===== config.mk =====
export PLATFORM = sky130hd
export DESIGN_NAME = fim_feature_regs
export DESIGN_NICKNAME = d
export VERILOG_FILES = /design/src/hdl/fim_pkg.sv /design/src/hdl/fim_feature_regs.sv /design/src/hdl/fim_instance_table.sv
export SDC_FILE = /design/constraint.sdc
export NUM_CORES = 1
export LEC_CHECK = 0
export CORE_UTILIZATION = 35
export DETAILED_ROUTE_END_ITERATION = 16
export DONT_BUFFER_PORTS = 1
export GPL_ROUTABILITY_DRIVEN = 0
export GPL_TIMING_DRIVEN = 0
export HOLD_SLACK_MARGIN = 0.08
export PLACE_DENSITY_LB_ADDON = 0.08
export SLEW_MARGIN = 5
export SYNTH_ARGS = -nofsm -noshare
export SYNTH_HDL_FRONTEND = slang
export SYNTH_SLANG_ARGS = --single-unit

===== constraint.sdc =====
create_clock -name clk_sys -period 1 [get_ports clk_sys]
set_input_delay 0.2 -clock clk_sys [delete_from_list [all_inputs] [get_ports clk_sys]]
set_output_delay 0.2 -clock clk_sys [all_outputs]
set_load 0.02 [all_outputs]

===== src/hdl/fim_pkg.sv =====
// Constants and implementation configuration for the monitoring feature identification registers.
package fim_pkg;

    // ========================================================================
    // Register access port geometry and offsets
    // ========================================================================
    localparam int ADDR_W = 12;
    localparam int DATA_W = 32;
    localparam logic [ADDR_W-1:0] OFS_MONITORING_FEATURES = 12'h080;
    localparam logic [ADDR_W-1:0] OFS_BW_USAGE_MON_FEATURES = 12'h090;
    localparam logic [DATA_W-1:0] READ_ZERO = 32'h0000_0000;

    // ========================================================================
    // Field positions of the bandwidth-usage monitor feature register
    // ========================================================================
    localparam int BW_CAPTURE_BIT = 31;
    localparam int BW_LONG_BIT = 30;
    localparam int BW_WIDTH_BIT = 29;
    localparam int BW_RWSEL_BIT = 28;
    localparam int BW_SCALE_LSB = 16;
    localparam int SCALE_W = 5;
    localparam int COUNT_LSB = 0;
    localparam int COUNT_W = 16;

    // ========================================================================
    // Field positions of the monitoring feature register
    // ========================================================================
    localparam int MS_LOCAL_CAPT_BIT = 31;
    localparam int MS_BW_USAGE_BIT = 17;
    localparam int MS_CACHE_USAGE_BIT = 16;

    // ========================================================================
    // Implementation configuration (fixed at build time)
    // ========================================================================
    localparam int INST_SEL_W = 4;
    localparam int NUM_INST = 4;
    localparam int INST_IDX_W = 2;
    localparam logic [INST_SEL_W-1:0] NUM_INST_SEL = 4'h4;
    localparam logic MONITORING_PRESENT = 1'b1;
    localparam logic INSTANCE_SELECT_PRESENT = 1'b1;
    localparam logic EXTENDED_REV_PRESENT = 1'b1;
    localparam logic LOCAL_CAPTURE_GEN_PRESENT = 1'b1;
    // Per-instance tables, bit i or slice i belongs to resource instance i.
    localparam logic [NUM_INST-1:0] INST_BW_USAGE_MON = 4'hb;
    localparam logic [NUM_INST-1:0] INST_CACHE_USAGE_MON = 4'h5;
    localparam logic [NUM_INST-1:0] INST_HAS_CAPTURE = 4'h3;
    localparam logic [NUM_INST-1:0] INST_HAS_LONG = 4'h9;
    localparam logic [NUM_INST-1:0] INST_LONG_63BIT = 4'h8;
    localparam logic [NUM_INST-1:0] INST_RW_SELECT = 4'ha;
    localparam logic [NUM_INST*SCALE_W-1:0] INST_SCALE = 20'h18820;
    // Secure and non-secure pages report separate monitor counts.
    localparam logic [NUM_INST*COUNT_W-1:0] INST_COUNT_SECURE = 64'h0002_0000_0001_0004;
    localparam logic [NUM_INST*COUNT_W-1:0] INST_COUNT_NONSECURE = 64'h0008_0000_0004_0010;

    // Kind of the last register read, used by checking logic.
    typedef enum logic [1:0] {
        FIM_READ_NONE = 2'b00,
        FIM_READ_BW = 2'b01,
        FIM_READ_MS = 2'b11
    } fim_read_kind_t;

endpackage : fim_pkg


===== src/hdl/fim_feature_regs.sv =====
// Read-only monitoring feature identification registers behind a simple register access port.
//
// Function
// - Bandwidth-usage feature register reads zero unless monitoring and bandwidth monitoring exist.
// - Bit 31 reports capture copy register and capture-event support for bandwidth monitor.
// - Bit 30 reports long counter, and long capture register when capture exists.
// - Bit 29 picks 44-bit or 63-bit long value; zero without long counter.
// - Bit 28 reports read/write bandwidth selection in the bandwidth filter register.
// - Bits 30 to 28 read zero without the extended architecture revision.
// - Field 20:16 is the scaling right-shift count; zero means no scaling.
// - Field 15:0 is the number of bandwidth monitors; largest selector is count minus one.
// - Per-instance fields follow the partition resource instance selector; others stay constant.
// - Monitor selection register's instance selector never affects bandwidth feature reads.
// - Bandwidth feature register is 32 bits wide and read-only.
// - Both pages are readable; secure and non-secure copies differ where contents differ.
// - Monitoring feature register reads zero unless monitoring is implemented.
// - Bit 31 reports the local capture event generator and its event register.
// - Bit 17 reports bandwidth usage monitoring by partition and monitor group.
// - Bit 16 reports cache storage usage monitoring and its registers.
`timescale 1ns/1ps

module fim_feature_regs (
    input wire logic clk_sys,
    input wire logic reset,
    input wire logic acc_valid,
    input wire logic acc_write,
    input wire logic acc_secure,
    input wire logic [fim_pkg::ADDR_W-1:0] acc_addr,
    input wire logic [fim_pkg::DATA_W-1:0] acc_wdata,
    input wire logic [fim_pkg::INST_SEL_W-1:0] resource_instance_sel,
    input wire logic [fim_pkg::INST_SEL_W-1:0] monitor_select_instance,
    output logic acc_ready,
    output logic [fim_pkg::DATA_W-1:0] acc_rdata
);

    // ========================================================================
    // Feature word lookup
    // ========================================================================
    logic [fim_pkg::DATA_W-1:0] bw_word;
    logic [fim_pkg::DATA_W-1:0] msmon_word;

    // Only the partition selector reaches the table; the monitor selection
    // register's instance field is deliberately left out of the lookup.
    fim_instance_table u_table (
        .resource_instance_sel(resource_instance_sel),
        .secure(acc_secure),
        .bw_word(bw_word),
        .msmon_word(msmon_word)
    );

    // ========================================================================
    // Access decode
    // ========================================================================
    logic rd_fire;
    logic hit_bw;
    logic hit_ms;
    logic [fim_pkg::DATA_W-1:0] next_rdata;

    // The full word address must match, so unaligned offsets are unmapped.
    assign rd_fire = acc_valid && !acc_write;
    assign hit_bw = (acc_addr == fim_pkg::OFS_BW_USAGE_MON_FEATURES);
    assign hit_ms = (acc_addr == fim_pkg::OFS_MONITORING_FEATURES);

    // Both pages decode the same offsets; the page only picks the copy.
    always_comb
    begin
        next_rdata = fim_pkg::READ_ZERO;
        if (hit_bw)
        begin
            next_rdata = bw_word;
        end
        else if (hit_ms)
        begin
            next_rdata = msmon_word;
        end
    end

    // ========================================================================
    // Read data register
    // ========================================================================
    // Writes never reach the data path, so read data simply holds; the
    // write data port only feeds the checking helpers.
    always_ff @(posedge clk_sys)
    begin
        if (reset)
        begin
            acc_rdata <= fim_pkg::READ_ZERO;
        end
        else if (rd_fire)
        begin
            acc_rdata <= next_rdata;
        end
    end

    // ========================================================================
    // Access acknowledge
    // ========================================================================
    // Every access, read or ignored write, completes one cycle after it is taken.
    always_ff @(posedge clk_sys)
    begin
        if (reset)
        begin
            acc_ready <= 1'b0;
        end
        else
        begin
            acc_ready <= acc_valid;
        end
    end

    // ========================================================================
    // Checking helpers
    // ========================================================================
    fim_pkg::fim_read_kind_t last_kind;
    logic [fim_pkg::INST_SEL_W-1:0] last_sel;
    logic last_sec;
    logic wr_seen;
    logic [fim_pkg::DATA_W-1:0] wdata_seen;

    // Remember what the last read asked for, so checks can rebuild the answer
    // from the configuration tables without looking inside the lookup.
    always_ff @(posedge clk_sys)
    begin
        if (reset)
        begin
            last_kind <= fim_pkg::FIM_READ_NONE;
            last_sel <= '0;
            last_sec <= 1'b0;
        end
        else if (rd_fire)
        begin
            last_kind <= hit_bw ? fim_pkg::FIM_READ_BW : (hit_ms ? fim_pkg::FIM_READ_MS : fim_pkg::FIM_READ_NONE);
            last_sel <= resource_instance_sel;
            last_sec <= acc_secure;
        end
    end

    // Write payload is kept only so the ignored-write cover can see it.
    always_ff @(posedge clk_sys)
    begin
        if (reset)
        begin
            wr_seen <= 1'b0;
            wdata_seen <= fim_pkg::READ_ZERO;
        end
        else
        begin
            wr_seen <= acc_valid && acc_write;
            wdata_seen <= acc_wdata;
        end
    end

    logic exp_ok;
    logic [fim_pkg::INST_IDX_W-1:0] exp_idx;
    logic exp_bw_present;
    logic exp_long;
    logic [fim_pkg::COUNT_W-1:0] exp_count;
    assign exp_ok = last_sel < fim_pkg::NUM_INST_SEL;
    assign exp_idx = last_sel[fim_pkg::INST_IDX_W-1:0];
    assign exp_bw_present = exp_ok && fim_pkg::MONITORING_PRESENT && fim_pkg::INST_BW_USAGE_MON[exp_idx];
    assign exp_long = exp_bw_present && fim_pkg::EXTENDED_REV_PRESENT && fim_pkg::INST_HAS_LONG[exp_idx];
    assign exp_count = !exp_bw_present ? 16'h0000
                     : last_sec ? fim_pkg::INST_COUNT_SECURE[exp_idx*fim_pkg::COUNT_W +: fim_pkg::COUNT_W]
                                : fim_pkg::INST_COUNT_NONSECURE[exp_idx*fim_pkg::COUNT_W +: fim_pkg::COUNT_W];
endmodule : fim_feature_regs


===== src/hdl/fim_instance_table.sv =====
// Per-resource-instance feature words for the selected instance and security page.
`timescale 1ns/1ps

module fim_instance_table (
    input wire logic [fim_pkg::INST_SEL_W-1:0] resource_instance_sel,
    input wire logic secure,
    output logic [fim_pkg::DATA_W-1:0] bw_word,
    output logic [fim_pkg::DATA_W-1:0] msmon_word
);

    // ========================================================================
    // Word assembly per instance
    // ========================================================================
    logic [fim_pkg::DATA_W-1:0] inst_bw [fim_pkg::NUM_INST];
    logic [fim_pkg::DATA_W-1:0] inst_ms [fim_pkg::NUM_INST];

    // Each instance gets its own constant words; nothing here is stored.
    genvar gi;
    generate
        for (gi = 0; gi < fim_pkg::NUM_INST; gi = gi + 1)
        begin : g_inst
            logic long_ok;
            logic [fim_pkg::COUNT_W-1:0] count;
            // Long counter fields exist only on the extended revision.
            assign long_ok = fim_pkg::EXTENDED_REV_PRESENT & fim_pkg::INST_HAS_LONG[gi];
            assign count = secure ? fim_pkg::INST_COUNT_SECURE[gi*fim_pkg::COUNT_W +: fim_pkg::COUNT_W]
                                  : fim_pkg::INST_COUNT_NONSECURE[gi*fim_pkg::COUNT_W +: fim_pkg::COUNT_W];
            always_comb
            begin
                inst_bw[gi] = fim_pkg::READ_ZERO;
                inst_bw[gi][fim_pkg::BW_CAPTURE_BIT] = fim_pkg::INST_HAS_CAPTURE[gi];
                inst_bw[gi][fim_pkg::BW_LONG_BIT] = long_ok;
                // Width select is forced low when no long counter exists.
                inst_bw[gi][fim_pkg::BW_WIDTH_BIT] = long_ok & fim_pkg::INST_LONG_63BIT[gi];
                inst_bw[gi][fim_pkg::BW_RWSEL_BIT] = fim_pkg::EXTENDED_REV_PRESENT
                                                     & fim_pkg::INST_RW_SELECT[gi];
                inst_bw[gi][fim_pkg::BW_SCALE_LSB +: fim_pkg::SCALE_W] =
                    fim_pkg::INST_SCALE[gi*fim_pkg::SCALE_W +: fim_pkg::SCALE_W];
                inst_bw[gi][fim_pkg::COUNT_LSB +: fim_pkg::COUNT_W] = count;
                // Register absent on this instance reads as zero.
                if (!(fim_pkg::MONITORING_PRESENT && fim_pkg::INST_BW_USAGE_MON[gi]))
                begin
                    inst_bw[gi] = fim_pkg::READ_ZERO;
                end
                inst_ms[gi] = fim_pkg::READ_ZERO;
                inst_ms[gi][fim_pkg::MS_LOCAL_CAPT_BIT] = fim_pkg::LOCAL_CAPTURE_GEN_PRESENT;
                inst_ms[gi][fim_pkg::MS_BW_USAGE_BIT] = fim_pkg::INST_BW_USAGE_MON[gi];
                inst_ms[gi][fim_pkg::MS_CACHE_USAGE_BIT] = fim_pkg::INST_CACHE_USAGE_MON[gi];
                if (!fim_pkg::MONITORING_PRESENT)
                begin
                    inst_ms[gi] = fim_pkg::READ_ZERO;
                end
            end
        end
    endgenerate

    // ========================================================================
    // Instance selection
    // ========================================================================
    // A selector past the last instance reads as zero rather than aliasing.
    logic [fim_pkg::INST_IDX_W-1:0] idx;
    logic sel_ok;
    assign sel_ok = !fim_pkg::INSTANCE_SELECT_PRESENT || (resource_instance_sel < fim_pkg::NUM_INST_SEL);
    assign idx = fim_pkg::INSTANCE_SELECT_PRESENT ? resource_instance_sel[fim_pkg::INST_IDX_W-1:0]
                                                  : '0;
    assign bw_word = sel_ok ? inst_bw[idx] : fim_pkg::READ_ZERO;
    assign msmon_word = sel_ok ? inst_ms[idx] : fim_pkg::READ_ZERO;

endmodule : fim_instance_table


==> impl_metrics.toml <==
[detailed_routing]
wire_per_inst_microns = 9.98
wirelength_microns = 1260
antenna_left = 0
drt_iter0_markers = 1
route.vias.total = 524
viasPerCell = 4.16
dr.pass1.iters = 2
drcViolationCount = 0

[timing]
period_share_pct = 92.3
fmax_mhz = 1080
rsz0062_at_grt = "false"
finalHoldViolations = 0
fin_worst_skew_ps = 0
setup_viol = 0
fin_crit_ps = 923
setup_tns_ps = 0
slew_viol_final = 0

[synth]
yosysUniqueCellTypes = 20
ys_top_cells_by_area = "dfxtp_1 (33%), buf_4 (22%), ha_1 (10%), a32o_1 (8.3%), nor4b_2 (4.2%)"
ys_ff_latch = 12
syn-cell-area_sq_um = 721
synth_cells = 73
synthFlopType = "dfxtp_1"
synth_seq_area_share_pct = 33.3
syn_avg_cell_area_sq_um = 9.87
ys_async_sr_fraction_pct = 0
synth_top_cells_by_count = "buf_4 (21), dfxtp_1 (12), a32o_1 (6), ha_1 (6), inv_1 (5)"
synth_top_area_share_pct = 33.3
yosys_warnings = 0
synth-edff-count = 0
yosysMostFrequentCell = "buf_4"
synth_top_cell_by_area = "dfxtp_1"

[floorplan]
start_util_pct = 37.1
die_h_microns = 47.4
fp.dieW_microns = 47.4
num_io_pins = 90
rows = 16
dieArea_sq_mm = 0.00224
coreArea_sq_mm = 0.00194

[placement]
io_buffers = 0
placedCellCount = 120
dpl.hpwl_microns = 1010

[layout]
drive_gt1_share_pct = 29.3
area_growth_pct = 22.4
fin_cells = 126
nNetsFinal = 164
fillers = 207
diodes = 0

[power]
power_frac_seq_pct = 50.2
power-per-cell-area_mw_per_mm2 = 1090
pwr-share-clk_pct = 29.0
combPwrFrac_pct = 20.8
switchingPower_mw = 0.258
swShare_pct = 26.9
leakagePower_nw = 0.450
ir_drop_v = 0.000593
internal_power_mw = 0.704

[setup_path]
rr_endpoint = "acc_rdata[30]$_SDFFE_PP0P_"
crit_start = "acc_rdata[30]$_SDFFE_PP0P_"
path_max_fanout = 2
crit_end = "acc_rdata[30]"
path_class = "register to output port"
rrSetupSlack_ps = 260
cp-start-kind = "register"
worstPathRequired_ps = 800
worstSetupPathDepth = 0
worstPathArrival_ps = 720
setup.worst_path.end_class = "output port"
ff2ff_path_depth = 1
r2r_start = "acc_rdata[30]$_SDFFE_PP0P_"

[clocking]
cts_max_level = 1
cts_resized = 0
clkTransAtPathRegs_ps = 70
cts_tree = "yes"
clock_sinks = 12
root_buffer = "clkbuf_4"
cts_buffer_depth = 2
insertion_delay_ps = 260
cts_buffers = 3

[global_routing]
grt_pass1_wl_microns = 1900
grtUsageTotal_pct = 12.3
first_global_vias = 426
grt-ovfl-total = 0
antenna_found_initial = 0
grt_max_degree = 11

[job]
maxCapViolations = 0

[min_path]
min_from = "resource_instance_sel[1]"
hold_class = "input pin to register"

[outcome]
outcome = "finished, final reports clean"
per-layer routing:
layer / vias to the layer above / global-route usage [%] / routed length (microns)
met5: - / 0 / 0
met4: 0 / 6.86 / 0
met3: 0 / 6.92 / 164
met2: 31 / 19.2 / 587
met1: 227 / 13.0 / 506
li1: 266 / - / -
kinds of logic (layout without fill, tap and decap cells):
| kind of cell | after synthesis | after routing | share of synthesized area [%] |
|---|---|---|---|
| buf+inv | 29 | 35 | 27.1 |
| fa+ha+maj | 6 | 6 | 10.4 |
| compound gates | 14 | 14 | 17.2 |
| flops | 12 | 12 | 33.3 |
| other cells | 1 | 21 | 0.520 |
| simple gates | 11 | 11 | 11.5 |
how the worst min path moves through the flow:
stage,slack (ps),cells after the start,to
after floorplan,270,1,acc_ready$_SDFF_PP0_
after global placement,270,1,acc_ready$_SDFF_PP0_
after detailed placement,270,1,acc_ready$_SDFF_PP0_
after CTS,90,1,acc_rdata[28]$_SDFFE_PP0P_
after global routing,100,2,acc_rdata[31]$_SDFFE_PP0P_
final,110,2,acc_rdata[31]$_SDFFE_PP0P_
placed cells by master (no fill, tap or decap):
cell,netlist,final
dlygate4sd3_1,0,3
a22o_1,3,3
buf_1,1,1
nor3_1,1,1
ha_1,6,6
nor2b_1,2,2
a21oi_1,2,2
clkbuf_4,0,3
nand2_1,2,2
and4_1,1,1
a32o_2,2,2
nor4b_2,2,2
buf_4,21,21
inv_1,5,5
a32o_1,6,6
clkbuf_1,1,1
dfxtp_1,12,12
o21ai_0,1,1
buf_6,1,1
nor4_1,2,2
conb_1,1,21
and2_1,1,1
registers in the layout, indices dropped and copies added (netlist names):
| register | cells |
|---|---|
| acc_rdata | 11 |
| acc_ready | 1 |
power by group through the flow:
stage          Combinational [mW]  Clock (mW)  Sequential, mW
2_1_floorplan               0.177           0           0.494
3_3_place_gp                0.188           0           0.494
3_5_place_dp                0.188           0           0.494
4_1_cts                     0.195       0.302           0.483
5_1_grt                     0.221       0.330           0.483
6_report                    0.200       0.279           0.483
repair_timing:
action                    in CTS  in global routing
buffers inserted               0                  0
hold buffers                   2                  1
hold endpoints to repair       1                  1
stage by stage:
step / instance area (sq um) / hold slack, ps / power (mW) / setup WS [ps] / util (%)
2_1_floorplan: 796 / 272 / 0.672 / -30.9 / -
3_5_place_dp: 830 / 275 / 0.683 / -105 / 42.7
6_report: 882 / 111 / 0.962 / 77.1 / 45.4
4_1_cts: 872 / 89.0 / 0.980 / 64.2 / 44.9
3_3_place_gp: 830 / 273 / 0.682 / -76.5 / 42.7
5_1_grt: 882 / 101 / 1.03 / 29.7 / 45.4
final cells by class:
type	count	area (sq um)	share of cell area (%)
buffer	24	176	20.0
clock buffer	3	22.5	2.55
inverter	5	18.8	2.13
multi-input combinational	52	360	40.9
sequential	12	240	27.2
tap	27	33.8	3.83
timing repair buffer	3	30.0	3.40
Note: power is estimated with default switching activity, not from simulation.
